File: src/lbim_pkg.sv
`default_nettype none

package lbim_pkg;

   // Width of the register port address, covering the direct access range.
   localparam int ADDR_W = 18;

   // Byte offsets of the registers on the register port.
   localparam logic [17:0] OFS_MISC_CFG = 18'h0000C;
   localparam logic [17:0] OFS_STATUS = 18'h00500;
   localparam logic [17:0] OFS_MASK = 18'h00504;
   localparam logic [17:0] OFS_ENABLE = 18'h00508;
   localparam logic [17:0] OFS_D2H_MBOX = 18'h00600;
   localparam logic [17:0] OFS_H2D_MBOX = 18'h00604;
   localparam logic [17:0] OFS_WINDOW = 18'h20000;

   // Address bit that selects the direct access range.
   localparam int WINDOW_SEL_BIT = 17;

   // Number of implemented status, mask and mailbox bits.
   localparam int STATUS_W = 19;
   localparam int MBOX_W = 16;
   localparam int LB_ADDR_W = 15;

   // Status bit positions.
   localparam int BIT_TX_DESC = 0;
   localparam int BIT_TX_OK = 1;
   localparam int BIT_TX_ERR = 2;
   localparam int BIT_TX_EOL = 3;
   localparam int BIT_RX_DESC = 4;
   localparam int BIT_RX_OK = 5;
   localparam int BIT_RX_ERR = 6;
   localparam int BIT_RX_EOL = 7;
   localparam int BIT_TRUNC = 8;
   localparam int BIT_STARVE = 9;
   localparam int BIT_TIMEOUT = 10;
   localparam int BIT_PROTO = 11;
   localparam int BIT_MBOX_WR = 12;
   localparam int BIT_MBOX_RD = 13;
   localparam int BIT_HM_TMO_LSB = 14;
   localparam int BIT_HM_IRQ = 18;

   // Miscellaneous configuration fields.
   localparam int MCFG_MBOX_WR_IE = 2;
   localparam int MCFG_MBOX_RD_IE = 3;
   localparam int MCFG_TMO_LSB = 7;
   localparam int MCFG_TMO_MSB = 23;
   localparam int TMO_W = 17;
   localparam logic [31:0] MCFG_WMASK = 32'h07FFFF9F;

   // Timeout counting unit in clock cycles, and its prescaler width.
   localparam int TMO_UNIT_CYC = 128;
   localparam int TMO_PRE_W = 7;
   localparam logic [6:0] TMO_PRE_LAST = 7'(TMO_UNIT_CYC - 1);

   // Values after reset.
   localparam logic [31:0] MCFG_RST = 32'h00000000;
   localparam logic [18:0] STATUS_RST = 19'h00000;
   localparam logic [18:0] MASK_RST = 19'h00000;
   localparam logic ENABLE_RST = 1'b0;
   localparam logic [15:0] MBOX_RST = 16'h0000;

   // One-hot states of the direct access sequencer.
   typedef enum logic [1:0] {
      LBIM_IDLE = 2'b01,
      LBIM_BUSY = 2'b10
   } lbim_dca_state_t;

endpackage : lbim_pkg

`default_nettype wire

File: src/lbim_tmo_if.sv
`timescale 1ns/1ps
`default_nettype none

// Carries a pending indication and its limit to the timeout counter.
interface lbim_tmo_if;
   import lbim_pkg::*;
   logic pending;             // A local bus transaction is outstanding.
   logic [TMO_W-1:0] limit;   // Limit in units; zero disables.
   logic expired;             // One-cycle pulse on expiry.
   modport ctl (output pending, output limit, input expired);
   modport tmr (input pending, input limit, output expired);
endinterface : lbim_tmo_if

`default_nettype wire

File: src/lbim_timeout.sv
`timescale 1ns/1ps
`default_nettype none

module lbim_timeout
   import lbim_pkg::*;
(
   input wire logic clk_sys,
   input wire logic rst,
   lbim_tmo_if.tmr tmo
);

   logic [TMO_PRE_W-1:0] pre;  // Cycles within the current unit.
   logic [TMO_W-1:0] units;    // Whole units spent pending.
   logic fired;                // Expiry already reported for this wait.
   wire unit_end = (pre == TMO_PRE_LAST);
   // Expiry once pending has lasted the programmed number of units.
   wire hit = (tmo.limit != '0) && (units == tmo.limit) && !fired;

   // Counting restarts whenever nothing is pending, so each transaction
   // gets a full allowance; the units stop once expiry has fired.
   always_ff @(posedge clk_sys) begin
      if (rst || !tmo.pending) begin
         pre <= '0;
         units <= '0;
         fired <= 1'b0;
         tmo.expired <= 1'b0;
      end else begin
         pre <= TMO_PRE_W'(pre + 1'b1);
         if (unit_end && !fired) begin
            units <= TMO_W'(units + 1'b1);
         end
         fired <= fired | hit;
         tmo.expired <= hit;
      end
   end

endmodule : lbim_timeout

`default_nettype wire

File: src/lbim_top.sv
`timescale 1ns/1ps
`default_nettype none

module lbim_top
   import lbim_pkg::*;
(
   input wire logic clk_sys,
   input wire logic rst,
   input wire logic reg_req,
   input wire logic reg_write,
   input wire logic [ADDR_W-1:0] reg_addr,
   input wire logic [31:0] reg_wdata,
   output logic [31:0] reg_rdata,
   output logic reg_ack,
   input wire logic tx_done,
   input wire logic tx_desc_irq_request,
   input wire logic tx_had_error,
   input wire logic tx_next_desc_link_null,
   input wire logic rx_done,
   input wire logic rx_desc_irq_request,
   input wire logic rx_had_error,
   input wire logic rx_next_desc_link_null,
   input wire logic tx_truncated,
   input wire logic tx_starved,
   input wire logic lb_protocol_err,
   input wire logic [2:0] lb_protocol_kind,
   input wire logic lb_txn_pending,
   input wire logic host_mode,
   input wire logic [3:0] slave_timeout,
   input wire logic slave_irq,
   input wire logic lb_mbox_rd,
   input wire logic lb_mbox_wr,
   input wire logic [MBOX_W-1:0] lb_mbox_wdata,
   output logic [MBOX_W-1:0] lb_mbox_rdata,
   output logic host_irq_line,
   output logic irq,
   output logic direct_cpu_access_req,
   output logic direct_cpu_access_write,
   output logic [LB_ADDR_W-1:0] direct_cpu_access_addr,
   output logic [MBOX_W-1:0] direct_cpu_access_wdata,
   input wire logic direct_cpu_access_done,
   input wire logic [MBOX_W-1:0] direct_cpu_access_rdata
);

   // Word compare of a port address against a register offset.
   function automatic logic reg_hit(input logic [ADDR_W-1:0] a,
                                    input logic [ADDR_W-1:0] ofs);
      reg_hit = (a[ADDR_W-1:2] == ofs[ADDR_W-1:2]);
   endfunction : reg_hit

   // Register state.
   logic [STATUS_W-1:0] status;        // Sticky event flags.
   logic [STATUS_W-1:0] mask;          // Interrupt selection.
   logic global_enable;                // Master interrupt enable.
   logic [31:0] misc_cfg;              // Miscellaneous configuration.
   logic [MBOX_W-1:0] d2h_mbox;        // Device-to-host mailbox.
   logic [MBOX_W-1:0] h2d_mbox;        // Host-to-device mailbox.
   lbim_dca_state_t dca_state;         // Direct access sequencer.

   // Timeout counter link.
   lbim_tmo_if tmo_if ();

   // Request qualification; a request during a window access is ignored.
   wire idle = (dca_state == LBIM_IDLE);
   wire take = reg_req && idle;
   wire in_window = reg_addr[WINDOW_SEL_BIT];
   wire reg_wr = take && reg_write && !in_window;
   wire reg_rd = take && !reg_write && !in_window;
   wire dca_start = take && in_window;

   // Per-register write and read strobes.
   wire wr_status = reg_wr && reg_hit(reg_addr, OFS_STATUS);
   wire wr_mask = reg_wr && reg_hit(reg_addr, OFS_MASK);
   wire wr_enable = reg_wr && reg_hit(reg_addr, OFS_ENABLE);
   wire wr_misc = reg_wr && reg_hit(reg_addr, OFS_MISC_CFG);
   wire wr_d2h = reg_wr && reg_hit(reg_addr, OFS_D2H_MBOX);
   wire wr_h2d = reg_wr && reg_hit(reg_addr, OFS_H2D_MBOX);
   wire rd_h2d = reg_rd && reg_hit(reg_addr, OFS_H2D_MBOX);

   // Hardware events gathered into one set vector.
   logic [STATUS_W-1:0] status_set;
   always_comb begin
      status_set = '0;
      status_set[BIT_TX_DESC] = tx_done && tx_desc_irq_request;
      status_set[BIT_TX_OK] = tx_done && !tx_had_error;
      status_set[BIT_TX_ERR] = tx_done && tx_had_error;
      status_set[BIT_TX_EOL] = tx_done && tx_next_desc_link_null;
      status_set[BIT_RX_DESC] = rx_done && rx_desc_irq_request;
      status_set[BIT_RX_OK] = rx_done && !rx_had_error;
      status_set[BIT_RX_ERR] = rx_done && rx_had_error;
      status_set[BIT_RX_EOL] = rx_done && rx_next_desc_link_null;
      status_set[BIT_TRUNC] = tx_truncated;
      status_set[BIT_STARVE] = tx_starved;
      status_set[BIT_TIMEOUT] = tmo_if.expired;
      // A protocol violation may also flag the matching cause bits.
      status_set[BIT_PROTO] = lb_protocol_err;
      if (lb_protocol_err) begin
         status_set[BIT_TIMEOUT:BIT_TRUNC] =
            status_set[BIT_TIMEOUT:BIT_TRUNC] | lb_protocol_kind;
      end
      status_set[BIT_MBOX_WR] = lb_mbox_wr;
      status_set[BIT_MBOX_RD] = lb_mbox_rd;
      status_set[BIT_HM_TMO_LSB +: 4] =
         host_mode ? slave_timeout : 4'h0;
      // The level keeps re-setting the bit for as long as it is held.
      status_set[BIT_HM_IRQ] = host_mode && slave_irq;
   end

   // Write-one-to-clear; a set in the same cycle wins over the clear.
   wire [STATUS_W-1:0] status_clr =
      wr_status ? reg_wdata[STATUS_W-1:0] : '0;
   wire [STATUS_W-1:0] next_status =
      (status & ~status_clr) | status_set;

   // One flip-flop per status flag.
   genvar g;
   generate
      for (g = 0; g < STATUS_W; g++) begin : g_status
         always_ff @(posedge clk_sys) begin
            if (rst) begin
               status[g] <= STATUS_RST[g];
            end else begin
               status[g] <= next_status[g];
            end
         end
      end
   endgenerate

   // Next values of the software-owned registers.
   wire [STATUS_W-1:0] next_mask =
      wr_mask ? reg_wdata[STATUS_W-1:0] : mask;
   wire next_enable = wr_enable ? reg_wdata[0] : global_enable;
   wire [31:0] next_misc =
      wr_misc ? (reg_wdata & MCFG_WMASK) : misc_cfg;

   // Interrupt from the next state so it tracks status without lag.
   // The mask never touches the flags themselves.
   wire next_irq = next_enable && |(next_status & next_mask);

   // Host line: enabled CPU writes of d2h_mbox and reads of h2d_mbox raise it, master accesses drop it.
   // A raise in the same cycle as a master access still raises.
   wire host_set =
      (wr_d2h && misc_cfg[MCFG_MBOX_WR_IE]) ||
      (rd_h2d && misc_cfg[MCFG_MBOX_RD_IE]);
   wire host_clr = lb_mbox_rd || lb_mbox_wr;
   wire next_host_irq = host_set || (host_irq_line && !host_clr);

   // Configuration, mask, enable and interrupt outputs.
   always_ff @(posedge clk_sys) begin
      if (rst) begin
         mask <= MASK_RST;
         global_enable <= ENABLE_RST;
         misc_cfg <= MCFG_RST;
         irq <= 1'b0;
         host_irq_line <= 1'b0;
      end else begin
         mask <= next_mask;
         global_enable <= next_enable;
         misc_cfg <= next_misc;
         irq <= next_irq;
         host_irq_line <= next_host_irq;
      end
   end

   // Mailboxes; the master's write lands after any CPU write of that cycle.
   always_ff @(posedge clk_sys) begin
      if (rst) begin
         d2h_mbox <= MBOX_RST;
         h2d_mbox <= MBOX_RST;
         lb_mbox_rdata <= MBOX_RST;
      end else begin
         if (wr_d2h) begin
            d2h_mbox <= reg_wdata[MBOX_W-1:0];
         end
         if (lb_mbox_wr) begin
            h2d_mbox <= lb_mbox_wdata;
         end else if (wr_h2d) begin
            h2d_mbox <= reg_wdata[MBOX_W-1:0];
         end
         // The master's read data at local bus address 8.
         lb_mbox_rdata <= (wr_d2h ? reg_wdata[MBOX_W-1:0] : d2h_mbox);
      end
   end

   // Read data mux; reads have no side effects except the host line.
   // Unmapped offsets and reserved bits read as zero.
   wire [31:0] rd_value =
      reg_hit(reg_addr, OFS_STATUS) ? 32'(status) :
      reg_hit(reg_addr, OFS_MASK) ? 32'(mask) :
      reg_hit(reg_addr, OFS_ENABLE) ? 32'(global_enable) :
      reg_hit(reg_addr, OFS_MISC_CFG) ? misc_cfg :
      reg_hit(reg_addr, OFS_D2H_MBOX) ? 32'(d2h_mbox) :
      reg_hit(reg_addr, OFS_H2D_MBOX) ? 32'(h2d_mbox) :
      32'h00000000;

   // A window access ends on the far side's done or on expiry.
   wire dca_end = (dca_state == LBIM_BUSY) &&
                  (direct_cpu_access_done || tmo_if.expired);

   // Only the low half of the local bus word is carried.
   wire [31:0] dca_rvalue = direct_cpu_access_done ?
      {16'h0000, direct_cpu_access_rdata} : 32'h00000000;

   // Sequencer of single direct accesses; while busy the port waits.
   always_ff @(posedge clk_sys) begin
      if (rst) begin
         dca_state <= LBIM_IDLE;
         direct_cpu_access_req <= 1'b0;
         direct_cpu_access_write <= 1'b0;
         direct_cpu_access_addr <= '0;
         direct_cpu_access_wdata <= '0;
      end else begin
         case (dca_state)
            LBIM_IDLE: begin
               if (dca_start) begin
                  dca_state <= LBIM_BUSY;
                  direct_cpu_access_req <= 1'b1;
                  direct_cpu_access_write <= reg_write;
                  direct_cpu_access_addr <= reg_addr[16:2];
                  direct_cpu_access_wdata <= reg_wdata[MBOX_W-1:0];
               end
            end
            LBIM_BUSY: begin
               if (dca_end) begin
                  dca_state <= LBIM_IDLE;
                  direct_cpu_access_req <= 1'b0;
               end
            end
            default: begin
               dca_state <= LBIM_IDLE;
               direct_cpu_access_req <= 1'b0;
            end
         endcase
      end
   end

   // Answer path: registers answer next cycle, the window on its end.
   always_ff @(posedge clk_sys) begin
      if (rst) begin
         reg_ack <= 1'b0;
         reg_rdata <= 32'h00000000;
      end else begin
         reg_ack <= reg_wr || reg_rd || dca_end;
         if (reg_rd) begin
            reg_rdata <= rd_value;
         end else if (dca_end) begin
            reg_rdata <= dca_rvalue;
         end
      end
   end

   // The timeout watches the window and the slave-side transactions.
   assign tmo_if.pending = lb_txn_pending || (dca_state == LBIM_BUSY);
   assign tmo_if.limit = misc_cfg[MCFG_TMO_MSB:MCFG_TMO_LSB];

   lbim_timeout u_timeout (
      .clk_sys (clk_sys),
      .rst (rst),
      .tmo (tmo_if.tmr)
   );
endmodule : lbim_top

`default_nettype wire

File: config.mk
export PLATFORM = sky130hd
export DESIGN_NAME = lbim_top
export DESIGN_NICKNAME = d
export VERILOG_FILES = /design/src/lbim_pkg.sv /design/src/lbim_tmo_if.sv /design/src/lbim_timeout.sv /design/src/lbim_top.sv
export SDC_FILE = /design/constraint.sdc
export NUM_CORES = 1
export LEC_CHECK = 0
export ABC_CLOCK_PERIOD_IN_PS = 3700
export BUFFER_PORTS_ARGS = -buffer_cell sky130_fd_sc_hd__buf_2
export CAP_MARGIN = 10
export CELL_PAD_IN_SITES_DETAIL_PLACEMENT = 1
export CELL_PAD_IN_SITES_GLOBAL_PLACEMENT = 1
export CORE_MARGIN = 8
export CORE_UTILIZATION = 40
export DETAILED_ROUTE_END_ITERATION = 10
export PLACE_DENSITY = 0.78
export SLEW_MARGIN = 25
export SYNTH_ARGS = -nofsm -noshare
export SYNTH_HDL_FRONTEND = slang
export SYNTH_SLANG_ARGS = --single-unit
File: constraint.sdc
create_clock -name clk_sys -period 3.7 [get_ports clk_sys]
set_clock_uncertainty 0.1 [all_clocks]
set_input_delay 0.555 -clock clk_sys [delete_from_list [all_inputs] [get_ports clk_sys]]
set_output_delay 0.555 -clock clk_sys [all_outputs]
set_load 0.03 [all_outputs]
==> results.toml <==
[clocking]
htreeDepth = 4
cts.sinks = 186
post_cts_buffers = 0
cts_made_buffers = 17
clock_latency_ns = 0.43
hold_buffers = 0
root_buffer = "clkbuf_16"
cts.repair.resized = 0
cts_tree = "built"
cts_max_path_buffers = 2
clkSlewWorstSetupHoldPaths_ns = 0.07

[power_and_ir_drop]
p_leak_uw = 0.00418
ir_drop_uv = 322
power_uw = 4330
powerDensity_nw_per_um2 = 436

[run]
maxCapViolCount = 0

[sta]
worstMarginPinSlew_ns = 0.780
fin_crit_ns = 2.98
setup_viol = 0
timing.hold.ws_ns = 0.261
hold_viol_final = 0
report.final.slew_viol_count = 0
fmax_ghz = 0.335
fin_crit_sh = 0.806
relSlewSlack = 0.480
fin_setup_tns_ns = 0
rsz0062_at_grt = "no"

[floorplan]
die_y_um = 159
die_w_um = 159
row_count = 52
io_pins = 194
initial_core_util = 0.406
die_area_um2 = 25200
core_um2 = 20100

[grt]
grt_pass1_wl_um = 45400
grt-ovfl-total = 0
grt.total_usage = 0.223
antenna_found_initial = 3
grt_pass1_vias = 8357
grt_max_degree = 68

[worst_setup_path]
max_stage_delay_ns = 0.60
cp.required_ns = 3.91
slowest_stage = "nor4bb_1"
rr_startpoint = "direct_cpu_access_req"
cp_max_fo = 5
end_kind = "flip-flop"
worst-setup-path-type = "flip-flop to flip-flop"
crit_path_cell_trace = "nor4bb_1 -> nand3b_1 -> or2_2 -> a221o_1 -> a2111oi_2 -> o2111ai_1 -> o31a_1"
reg2reg_depth = 7
r2r_slack_ns = 0.72
arrival_ns = 3.19
cp-start-kind = "flip-flop"
worstSetupStartpoint = "direct_cpu_access_req"
r2r-end = "irq"

[drt]
drt-total-wl_um = 28400
firstDrtPassIters = 5
drtAntennaViolNets = 0
avgViaCountPerCell = 5.51
wire_per_inst_um = 20.4
num_vias = 7659
drtIter0Drc = 485
drc = 0

[min_path]
hold_start = "lb_mbox_wdata[4]"
min_path_cells = 3
worst_hold_path_type = "input pin to flip-flop"
hold_end = "h2d_mbox[4]"

[layout]
register_area_um2 = 3720
nets = 1218
drive_gt1_frac = 0.244
stdcell_count = 1389
multi_input_area_um2 = 4100
fill_cells = 2446
syn_to_final_growth_pct = 21.9

[logic_synthesis]
syn_area_per_cell_um2 = 8.67
synth-edff-count = 0
synth_top_cell_by_area = "dfxtp_1"
synth.most_common_cell = "dfxtp_1"
synth_cell_types = 61
synth_common_cells = "dfxtp_1 (186), nand2_1 (146), nor2_1 (118)"
ys.flop_type = "dfxtp_1"
synth_warnings = 0
postSynthCellCount = 941
async_flop_share = 0
synth_area_um2 = 8150
synth_top_cell_area_share = 0.457
synth-seq-cells = 186
synth_area_leaders = "dfxtp_1 (46%), nand2_1 (6.7%), a21oi_1 (5.8%)"
ys_seq_area_frac = 0.457

[placed_design]
placed_cells = 1357
place_congestion = 0.836
hpwl_um = 20800
portBuffers = 181

[run_status]
status = "finished clean"
-- how the worst max path moves through the flow --
stage	slack [ns]	cells after the start	endpoint
after floorplan	0.65	9	h2d_mbox[10]
after global placement	0.36	9	irq
after detailed placement	0.32	9	irq
after CTS	0.73	7	irq
after global routing	0.47	7	irq
final	0.72	7	irq
-- power breakdown --
part	leakage [µW]	total, µW	switching (µW)	internal [µW]
combinational	0.00238	382	253	129
clock	0.000285	1870	790	1080
sequential	0.00151	2080	28.6	2050
-- logic make-up after synthesis --
kind of cell	after synthesis	share of synthesized area
XOR/XNOR	34	0.0365
buffers and inverters	78	0.0425
AND/OR/NAND/NOR	378	0.218
AO/OA/AOI/OAI	198	0.157
other	1	0.000460
multiplexers	64	0.0861
adder cells (fa/ha/maj)	2	0.00307
flip-flops	186	0.457
-- critical path: cells and delay by family (launching register included) --
family	cells	cell delay (ns)
DFF	1	0.35
and+or+nand+nor	3	1.13
AOI/OAI and AO/OA	4	1.30
-- layer usage --
metal | global-route usage | up-vias | part of all wire
met5 | 0 | - | 0.00042
met4 | 0.0818 | 2 | 0.027
met3 | 0.0494 | 46 | 0.055
met2 | 0.394 | 223 | 0.50
met1 | 0.260 | 3752 | 0.42
li1 | - | 3636 | -
-- state kept, by name, summed over array words and instances, names as in the netlist, 7 cells and up --
register	flops
reg_rdata	27
status	19
direct_cpu_access_wdata	16
misc_cfg	25
u_timeout.pre	7
direct_cpu_access_addr	15
u_timeout.units	17
d2h_mbox	16
mask	19
h2d_mbox	16
-- cell usage in the layout (no fill, tap or decap), types with 14 or more instances in the layout --
cell / instances
a211oi_1: 15
a21oi_1: 94
a222oi_1: 19
a22oi_1: 30
buf_2: 180
buf_4: 27
clkbuf_16: 17
dfxtp_1: 186
mux2i_1: 45
nand2_1: 146
nand4_1: 18
nor2_1: 118
nor2b_1: 14
nor3_1: 21
xor2_1: 28
-- metrics by stage --
step / setup WS (ns) / util / area, µm²
after CTS: 0.732 / 0.494 / 9940
final: 0.717 / 0.494 / 9940
after global placement: 0.356 / 0.465 / 9350
after detailed placement: 0.322 / 0.465 / 9350
after global routing: 0.468 / 0.494 / 9940
after floorplan: 0.654 / - / 8170
-- layout make-up --
type | count | area share
multi-input cells | 681 | 0.412
flip-flops and latches | 186 | 0.375
repair buffers | 209 | 0.115
clock buffers | 19 | 0.0446
well taps | 270 | 0.0340
clock inverters | 11 | 0.0147
inverters | 11 | 0.00415
diodes | 2 | 0.000503
Power figures use the tool's default switching activity.
